## src/logic/rsm_cfg.svh

```systemverilog
// Offsets, field positions, reset values and timing counts for the reset block.
// Assumes a 20 MHz system clock and a 32-bit APB register bus.
`ifndef RSM_CFG_SVH
`define RSM_CFG_SVH
`define RSM_OFS_CTRL      8'h00
`define RSM_OFS_SRC       8'h04
`define RSM_OFS_INT_STS   8'h08
`define RSM_OFS_INT_CLR   8'h0c
`define RSM_OFS_INT_EN    8'h10
`define RSM_CTRL_EN       0
`define RSM_CTRL_HI       1
`define RSM_SRC_SEL       0
`define RSM_SRC_POWERON_MONITOR_RESET_FLAG     1
`define RSM_SRC_SWRST     4
`define RSM_SRC_FERR      6
`define RSM_EV_MON        0
`define RSM_EV_FLASH      1
`define RSM_EV_SW         2
`define RSM_EV_W          3
`define RSM_PORT_RST      8'hff
`define RSM_VECTOR        16'h0000
`define RSM_WDT_DIV       4'hc
`define RSM_CLK_MHZ       20
`define RSM_POR_DELAY_US  100
`define RSM_POR_DELAY_CYC (`RSM_POR_DELAY_US * `RSM_CLK_MHZ)
`define RSM_SHORT_CYC     4
`define RSM_CNT_W         12
`endif

```

## src/logic/rsm_pkg.sv

```systemverilog
// Types shared by the reset block: bus request carrier and reset states.
// Assumes the offsets and counts come from rsm_cfg.svh.
package rsm_pkg;
   typedef struct packed {
      logic        psel;
      logic        penable;
      logic        pwrite;
      logic [7:0]  paddr;
      logic [31:0] pwdata;
   } apb_req_s;

   typedef enum logic [2:0] {
      ST_RUN   = 3'b001,
      ST_HOLD  = 3'b010,
      ST_DELAY = 3'b100
   } rst_state_e;

   typedef enum logic [1:0] {
      CAUSE_MON   = 2'b00,
      CAUSE_SW    = 2'b01,
      CAUSE_FLASH = 2'b10
   } rst_cause_e;
endpackage

```

## src/logic/reset_and_supply_monitor_control.sv

```systemverilog
// Reset sequencer with supply monitor control and an APB register file.
// Assumes monitor comparator levels and flash attempt pulses are digital inputs.
// Notes on behaviour
// Reset halts core, inits registers, disables interrupts; int_en_q is kept in non-power resets
// Data memory untouched; stack pointer reset
// Port latches all ones, open-drain, pullups on
// Power and monitor resets drive pin low
// Exit resets counter and selects internal oscillator
// Exit enables watchdog at clock over twelve
// First fetch after release at address zero
// Supply below threshold holds reset, pin low
// Power/monitor flag reads one after such reset
// Power-on enables configurable monitor; others keep it
// Level monitor always a reset source
// Unprotected flash erase or write forces reset
// Software enables monitor, waits, then selects it
// Monitor reset exit adds no extra delay
// Software writes select bit one on every write
// Monitor levels synchronised; power reset asynchronous
`timescale 1ns/10ps
`include "rsm_cfg.svh"

module reset_and_supply_monitor_control (
   input  wire logic              clk,
   input  wire logic              rst,
   input  wire rsm_pkg::apb_req_s apb_req,
   output logic [31:0]            prdata_q,
   output logic                   pready_q,
   output logic                   pslverr_q,
   input  wire logic              mon0_below,
   input  wire logic              mon1_below,
   input  wire logic              flash_erase_try,
   input  wire logic              flash_write_try,
   output logic                   core_rst_q,
   output logic                   rst_pin_out_q,
   output logic                   rst_pin_oe_q,
   output logic                   port_force_q,
   output logic [7:0]             port_latch_q,
   output logic                   port_open_drain_q,
   output logic                   pullup_en_q,
   output logic                   defaults_load_q,
   output logic                   osc_internal_q,
   output logic [15:0]            reset_vector_q,
   output logic                   wdt_en_q,
   output logic [3:0]             wdt_div_q,
   output logic                   irq_q
);

   rsm_pkg::rst_state_e        state_q, state_d;
   rsm_pkg::rst_cause_e        cause_q, cause_d;
   logic [`RSM_CNT_W-1:0]      cnt_q;
   logic [1:0]                 m0_s_q, m1_s_q;
   logic                       mon_en_q, mon_hi_q, mon_sel_q;
   logic                       poweron_monitor_reset_flag_q, swrsf_q, ferr_q;
   logic [`RSM_EV_W-1:0]       sts_q, int_en_q, ev;
   logic                       acc, wr, rd, trip, flash_bad, sw_req, mon_low;

   function automatic logic hit(input logic [7:0] a, input logic [7:0] ofs);
      hit = (a == ofs);
   endfunction

   // ----------------------------------------------------------------
   // Bus slave
   // ----------------------------------------------------------------
   assign acc = apb_req.psel && apb_req.penable && pready_q;
   assign wr  = acc && apb_req.pwrite;
   assign rd  = acc && !apb_req.pwrite;

   // One wait state: pready rises in the second access cycle.
   always_ff @(posedge clk or posedge rst) begin
      if (rst) begin
         pready_q  <= 1'b0;
         pslverr_q <= 1'b0;
         prdata_q  <= 32'h0000_0000;
      end else begin
         pready_q  <= apb_req.psel && apb_req.penable && !pready_q;
         pslverr_q <= 1'b0;
         prdata_q  <= 32'h0000_0000;
         if (apb_req.psel && apb_req.penable && !pready_q) begin
            if (hit(apb_req.paddr, `RSM_OFS_CTRL)) begin
               prdata_q[`RSM_CTRL_EN] <= mon_en_q;
               prdata_q[`RSM_CTRL_HI] <= mon_hi_q;
            end else if (hit(apb_req.paddr, `RSM_OFS_SRC)) begin
               prdata_q[`RSM_SRC_SEL]   <= mon_sel_q;
               // flag readback
               prdata_q[`RSM_SRC_POWERON_MONITOR_RESET_FLAG] <= poweron_monitor_reset_flag_q;
               prdata_q[`RSM_SRC_SWRST] <= swrsf_q;
               prdata_q[`RSM_SRC_FERR]  <= ferr_q;
            end else if (hit(apb_req.paddr, `RSM_OFS_INT_STS)) begin
               prdata_q[`RSM_EV_W-1:0] <= sts_q;
            end else if (hit(apb_req.paddr, `RSM_OFS_INT_EN)) begin
               prdata_q[`RSM_EV_W-1:0] <= int_en_q;
            end else if (!hit(apb_req.paddr, `RSM_OFS_INT_CLR)) begin
               pslverr_q <= 1'b1;
            end
         end
      end
   end

   // ----------------------------------------------------------------
   // Monitor configuration
   // ----------------------------------------------------------------
   // persists across resets
   always_ff @(posedge clk or posedge rst) begin
      if (rst) begin
         mon_en_q  <= 1'b1;
         mon_hi_q  <= 1'b0;
         mon_sel_q <= 1'b1;
      end else if (wr && hit(apb_req.paddr, `RSM_OFS_CTRL)) begin
         mon_en_q <= apb_req.pwdata[`RSM_CTRL_EN];
         mon_hi_q <= apb_req.pwdata[`RSM_CTRL_HI];
      end else if (wr && hit(apb_req.paddr, `RSM_OFS_SRC)) begin
         // zero here deselects
         mon_sel_q <= apb_req.pwdata[`RSM_SRC_POWERON_MONITOR_RESET_FLAG];
      end
   end

   // two-stage synchronisers
   always_ff @(posedge clk or posedge rst) begin
      if (rst) begin
         m0_s_q <= 2'b00;
         m1_s_q <= 2'b00;
      end else begin
         m0_s_q <= {m0_s_q[0], mon0_below};
         m1_s_q <= {m1_s_q[0], mon1_below};
      end
   end

   // ----------------------------------------------------------------
   // Reset causes
   // ----------------------------------------------------------------
   // level monitor unconditional
   assign mon_low   = m1_s_q[1] || (m0_s_q[1] && mon_en_q && mon_sel_q);
   // flash protection check
   assign flash_bad = (flash_erase_try || flash_write_try)
                      && !(mon_en_q && mon_hi_q && mon_sel_q);
   assign sw_req    = wr && hit(apb_req.paddr, `RSM_OFS_SRC)
                      && apb_req.pwdata[`RSM_SRC_SWRST];
   assign trip      = mon_low || flash_bad || sw_req;

   always_comb begin
      state_d = state_q;
      cause_d = cause_q;
      case (state_q)
         rsm_pkg::ST_RUN: begin
            if (mon_low) begin
               state_d = rsm_pkg::ST_HOLD;
               cause_d = rsm_pkg::CAUSE_MON;
            end else if (flash_bad) begin
               state_d = rsm_pkg::ST_HOLD;
               cause_d = rsm_pkg::CAUSE_FLASH;
            end else if (sw_req) begin
               state_d = rsm_pkg::ST_HOLD;
               cause_d = rsm_pkg::CAUSE_SW;
            end
         end
         rsm_pkg::ST_HOLD: begin
            // release on recovery
            if (mon_low) begin
               cause_d = rsm_pkg::CAUSE_MON;
            end else if (cause_q == rsm_pkg::CAUSE_MON) begin
               state_d = rsm_pkg::ST_RUN;
            end else if (cnt_q == `RSM_CNT_W'(`RSM_SHORT_CYC - 1)) begin
               // Flash and software resets last a fixed short count.
               state_d = rsm_pkg::ST_RUN;
            end
         end
         rsm_pkg::ST_DELAY: begin
            if (!mon_low && cnt_q == `RSM_CNT_W'(`RSM_POR_DELAY_CYC - 1)) begin
               state_d = rsm_pkg::ST_RUN;
            end
         end
         default: state_d = rsm_pkg::ST_DELAY;
      endcase
   end

   always_ff @(posedge clk or posedge rst) begin
      if (rst) begin
         state_q <= rsm_pkg::ST_DELAY;
         cause_q <= rsm_pkg::CAUSE_MON;
         cnt_q   <= '0;
      end else begin
         state_q <= state_d;
         cause_q <= cause_d;
         if (state_d != state_q || mon_low) begin
            cnt_q <= '0;
         end else begin
            cnt_q <= cnt_q + `RSM_CNT_W'(1);
         end
      end
   end

   // cause flags latched on entry
   always_ff @(posedge clk or posedge rst) begin
      if (rst) begin
         poweron_monitor_reset_flag_q <= 1'b1;
         swrsf_q <= 1'b0;
         ferr_q  <= 1'b0;
      end else if (state_q == rsm_pkg::ST_RUN && trip) begin
         poweron_monitor_reset_flag_q <= mon_low;
         swrsf_q <= !mon_low && !flash_bad;
         ferr_q  <= !mon_low && flash_bad;
      end else if (state_q != rsm_pkg::ST_RUN && mon_low) begin
         // A supply dip during another reset turns it into a monitor reset.
         poweron_monitor_reset_flag_q <= 1'b1;
         swrsf_q <= 1'b0;
         ferr_q  <= 1'b0;
      end
   end

   // ----------------------------------------------------------------
   // Reset outputs
   // ----------------------------------------------------------------
   always_ff @(posedge clk or posedge rst) begin
      if (rst) begin
         core_rst_q        <= 1'b1;
         rst_pin_out_q     <= 1'b0;
         rst_pin_oe_q      <= 1'b1;
         port_force_q      <= 1'b1;
         port_latch_q      <= `RSM_PORT_RST;
         port_open_drain_q <= 1'b1;
         pullup_en_q       <= 1'b1;
      end else begin
         // core halt and register init only
         core_rst_q        <= state_d != rsm_pkg::ST_RUN;
         rst_pin_out_q     <= 1'b0;
         // pin low for power and monitor
         rst_pin_oe_q      <= state_d == rsm_pkg::ST_DELAY
                              || (state_d == rsm_pkg::ST_HOLD
                                  && cause_d == rsm_pkg::CAUSE_MON);
         // ports forced during reset
         port_force_q      <= state_d != rsm_pkg::ST_RUN;
         port_latch_q      <= `RSM_PORT_RST;
         port_open_drain_q <= state_d != rsm_pkg::ST_RUN || port_open_drain_q;
         pullup_en_q       <= 1'b1;
      end
   end

   // defaults applied on exit
   always_ff @(posedge clk or posedge rst) begin
      if (rst) begin
         defaults_load_q <= 1'b0;
         osc_internal_q  <= 1'b1;
         reset_vector_q  <= `RSM_VECTOR;
         wdt_en_q        <= 1'b1;
         wdt_div_q       <= `RSM_WDT_DIV;
      end else begin
         defaults_load_q <= state_q != rsm_pkg::ST_RUN && state_d == rsm_pkg::ST_RUN;
         osc_internal_q  <= 1'b1;
         reset_vector_q  <= `RSM_VECTOR;
         wdt_en_q        <= 1'b1;
         wdt_div_q       <= `RSM_WDT_DIV;
      end
   end

   // ----------------------------------------------------------------
   // Interrupts
   // ----------------------------------------------------------------
   always_comb begin
      ev = '0;
      if (state_q == rsm_pkg::ST_RUN && trip) begin
         ev[`RSM_EV_MON]   = mon_low;
         ev[`RSM_EV_FLASH] = !mon_low && flash_bad;
         ev[`RSM_EV_SW]    = !mon_low && !flash_bad;
      end
   end

   always_ff @(posedge clk or posedge rst) begin
      if (rst) begin
         sts_q    <= '0;
         int_en_q <= '0;
         irq_q    <= 1'b0;
      end else begin
         // A set in the same cycle as a clear wins.
         if (wr && hit(apb_req.paddr, `RSM_OFS_INT_CLR)) begin
            sts_q <= (sts_q & ~apb_req.pwdata[`RSM_EV_W-1:0]) | ev;
         end else begin
            sts_q <= sts_q | ev;
         end
         if (wr && hit(apb_req.paddr, `RSM_OFS_INT_EN)) begin
            int_en_q <= apb_req.pwdata[`RSM_EV_W-1:0];
         end
         irq_q <= |(sts_q & int_en_q);
      end
   end
endmodule

```

## config.mk

```make
export PLATFORM = sky130hd
export DESIGN_NAME = reset_and_supply_monitor_control
export DESIGN_NICKNAME = d
export VERILOG_FILES = /design/src/logic/rsm_pkg.sv /design/src/logic/reset_and_supply_monitor_control.sv
export VERILOG_INCLUDE_DIRS = /design/src /design/src/logic
export SDC_FILE = /design/constraint.sdc
export NUM_CORES = 1
export LEC_CHECK = 0
export BUFFER_PORTS_ARGS = -buffer_cell sky130_fd_sc_hd__buf_4
export CORE_MARGIN = 3
export CORE_UTILIZATION = 45
export CTS_CLUSTER_DIAMETER = 60
export DETAILED_ROUTE_END_ITERATION = 7
export GPL_ROUTABILITY_DRIVEN = 0
export HOLD_SLACK_MARGIN = 0.12
export PLACE_DENSITY = 0.86
export SLEW_MARGIN = 20
export SYNTH_ARGS = -nofsm -noshare
export SYNTH_HDL_FRONTEND = slang
export SYNTH_SLANG_ARGS = --single-unit
```

## constraint.sdc

```tcl
create_clock -name clk -period 3.55 [get_ports clk]
set_input_delay 0.355 -clock clk [delete_from_list [all_inputs] [get_ports clk]]
set_output_delay 0.355 -clock clk [all_outputs]
set_load 0.005 [all_outputs]
```

==> flow_metrics.env <==
export IMPL_outcome="finished, final reports clean"
export IMPL_drc_errors=0
export IMPL_setup_tns_ns=0
export IMPL_grt_max_degree=46
export IMPL_wl_per_cell_um=12.57
export IMPL_crit_path_start_kind="input port"
export IMPL_first_pass_iters=4
export IMPL_portBuffers=33
export IMPL_die_h_um=81.59
export IMPL_grt_overflow=0
export IMPL_syn_area_per_cell_um2=9.851
export IMPL_finalHoldViolations=0
export IMPL_ant_nets=0
export IMPL_grt_pass1_wl_um=7355
export IMPL_finalSetupViolCount=0
export IMPL_cts_clk_slew_worst_paths_ns=0.08
export IMPL_ys_types=51
export IMPL_grt_busiest_layer="met2"
export IMPL_drv_slew=0
export IMPL_grtUsageMet3=0.02193
export IMPL_netlist_area_um2=2571
export IMPL_vias=1754
export IMPL_dp_slack_ns=1.268
export IMPL_cts_tree="built"
export IMPL_grt_pass1_vias=1610
export IMPL_clockBufferDepth=2
export IMPL_worst_setup_path_type="input port to register"
export IMPL_synth_seq_area_share=0.4414
export IMPL_crit_required_ns=3.71
export IMPL_rsz0062_at_grt="false"
export IMPL_power_density_nw_per_um2=331.2
export IMPL_worst_slack_ns=1.582
export IMPL_gr_usage_met2=0.2239
export IMPL_vias_per_cell=4.792
export IMPL_finalCritPeriodShare=0.5544
export IMPL_vdd_drop_max_uv=171.4
export IMPL_critPathMaxFanout=10
export IMPL_period_minus_slack_ns=1.968
export IMPL_numCtsBuffers=5
export IMPL_io_pins=121
export IMPL_post_cts_setup_buffers=0
export IMPL_synth_enable_flop_cells=0
export IMPL_cap_viol_max_count=0
export IMPL_fin_worst_skew_ns=0.009850
export IMPL_cp_end_kind="register"
export IMPL_critPathArrivalTime_ns=2.13
export IMPL_fp_dieArea_um2=6657
export IMPL_cts_root_buffer="clkbuf_8"
export IMPL_start_util=0.4849
export IMPL_dp_hpwl_um=3581
export IMPL_fillers=499
export IMPL_insertion_delay_ns=0.29
export IMPL_min_path_type="input port to register"
export IMPL_h_tree_depth=2
export IMPL_fmax_ghz=0.5081
export IMPL_drive_above_1_share=0.2264
export IMPL_ys_async_sr_fraction=1.000
export IMPL_slew_limit_headroom=0.4933
export IMPL_syn_to_final_growth_pct=6.229
export IMPL_holdBufCountCts=0
export IMPL_cts_sinks=45
export IMPL_wl_um=4599
export IMPL_hold_worst_slack_ns=0.1632
export IMPL_antenna_found_initial=0
export IMPL_nets=346
export IMPL_diodes=0
export IMPL_synthFlopType="dfrtp_1"
export IMPL_num_rows=26
export IMPL_cts_resized=0
export IMPL_dieWidth_um=81.59
export IMPL_first_iter_violations=152
export IMPL_core_um2=5303
export IMPL_postSynthCellCount=261
export IMPL_grt_usage=0.1399
export IMPL_worst_pin_slew_ns=0.7584
export IMPL_p_leak_uw=0.001327
export IMPL_ys_ff_latch=45
export IMPL_ys_warnings_count=0
export IMPL_met1_usage=0.1890
-- worst max-delay path, cell delays in order --
cell	delay, ns
buf_4	0.11
or4_4	0.56
nor4_4	0.39
nor3_1	0.17
o211ai_2	0.43
nor2_1	0.11
-- routing by layer --
metal / routed length (µm) / part of all wire / vias up
li1: - / - / 843
met1: 1972 / 0.43 / 819
met2: 2193 / 0.48 / 88
met3: 386 / 0.084 / 4
met4: 45 / 0.0098 / 0
met5: 0 / 0 / -
-- layout make-up --
class / instances / area (µm²) / share of cell area
multi-input combinational: 204 / 1150 / 0.4210
sequential: 45 / 1135 / 0.4155
timing repair buffer: 34 / 255.2 / 0.09345
tap: 70 / 87.58 / 0.03207
clock buffer: 7 / 76.32 / 0.02794
inverter: 5 / 18.77 / 0.006871
clock inverter: 1 / 8.758 / 0.003207
-- metrics by stage --
step                area (µm²)  std cells  utilization  power [µW]
floorplan                 2785        318            -       627.7
detailed placement        2646        358       0.4991       611.2
global placement          2646        358       0.4991       609.3
finish                    2731        366       0.5151       904.6
CTS                       2731        366       0.5151       914.2
global route              2731        366       0.5151       954.4
-- where the power goes --
group / total, µW / switching, µW / leakage [µW] / internal, µW
logic: 78.3 / 51.1 / 0.000704 / 27.2
clock network: 302 / 162 / 0.0000424 / 141
registers: 524 / 4.88 / 0.000580 / 519
total: 905 / 217 / 0.00133 / 687
-- logic make-up after synthesis --
| family | Yosys count | synth area share |
|---|---|---|
| compound gates | 29 | 0.07446 |
| xor+xnor | 10 | 0.03406 |
| fa+ha+maj | 2 | 0.009731 |
| buf+inv | 69 | 0.1946 |
| flops | 45 | 0.4414 |
| mux | 8 | 0.03406 |
| other cells | 2 | 0.002921 |
| simple gates | 96 | 0.2088 |
-- synth_stat cells, drive strengths merged (2+ instances only) --
| cell type | number | area (µm²) |
|---|---|---|
| buf | 63 | 478.0 |
| dfrtp | 38 | 950.9 |
| nor2 | 29 | 118.9 |
| nand2 | 22 | 85.09 |
| nor3 | 10 | 50.05 |
| dfstp | 7 | 183.9 |
| o21ai | 7 | 35.03 |
| mux2 | 6 | 67.56 |
| nand4 | 6 | 37.54 |
| a21oi | 5 | 25.02 |
| a31oi | 5 | 31.28 |
| and3 | 5 | 31.28 |
| inv | 5 | 18.77 |
| nand3 | 5 | 25.02 |
| xnor2 | 5 | 43.79 |
| xor2 | 5 | 43.79 |
| nor2b | 4 | 25.02 |
| nor4b | 3 | 47.54 |
| a31o | 2 | 17.52 |
| conb | 2 | 7.510 |
| ha | 2 | 25.02 |
| mux2i | 2 | 20.02 |
| nand2b | 2 | 12.51 |
| nor4 | 2 | 27.53 |
| o211ai | 2 | 20.02 |
| or2 | 2 | 15.02 |
| or3b | 2 | 17.52 |
-- worst paths after layout --
path / startpoint / to / slack [ns] / cells past startpoint
max: apb_req[32] / cnt_q[3]$_DFF_PP0_ / 1.58 / 6
min: mon1_below / m1_s_q[0]$_DFF_PP0_ / 0.16 / 1
max reg2reg: cnt_q[0]$_DFF_PP0_ / cnt_q[3]$_DFF_PP0_ / 1.60 / 7
min reg2reg: m0_s_q[0]$_DFF_PP0_ / m0_s_q[1]$_DFF_PP0_ / 0.36 / 0
max in group asynchronous: rst / state_q[2]$_DFF_PP1_ / 2.97 / 3
min in group asynchronous: rst / prdata_q[6]$_DFF_PP0_ / 0.20 / 3
-- state kept, by name, summed over array words and instances (netlist names), 2 cells and up --
| register | cells |
|---|---|
| cause_q | 2 |
| sts_q | 3 |
| prdata_q | 5 |
| state_q | 3 |
| m1_s_q | 2 |
| int_en_q | 3 |
| m0_s_q | 2 |
| cnt_q | 12 |
-- placed cells by master, fill, tap and decap left out, drive strengths merged, types with 2 or more instances in the layout --
cell type / n
buf: 34
xor2: 5
mux2i: 2
xnor2: 5
nand4: 6
ha: 2
nand2: 22
clkbuf: 7
dfrtp: 38
a21oi: 5
a31o: 2
o211ai: 2
a31oi: 5
conb: 59
inv: 5
or2: 2
nand2b: 2
nor3: 10
nor2: 29
nor4: 2
dfstp: 7
nor4b: 3
nor2b: 4
nand3: 5
and3: 5
o21ai: 7
mux2: 6
or3b: 2
Power figures use the tool's default switching activity.
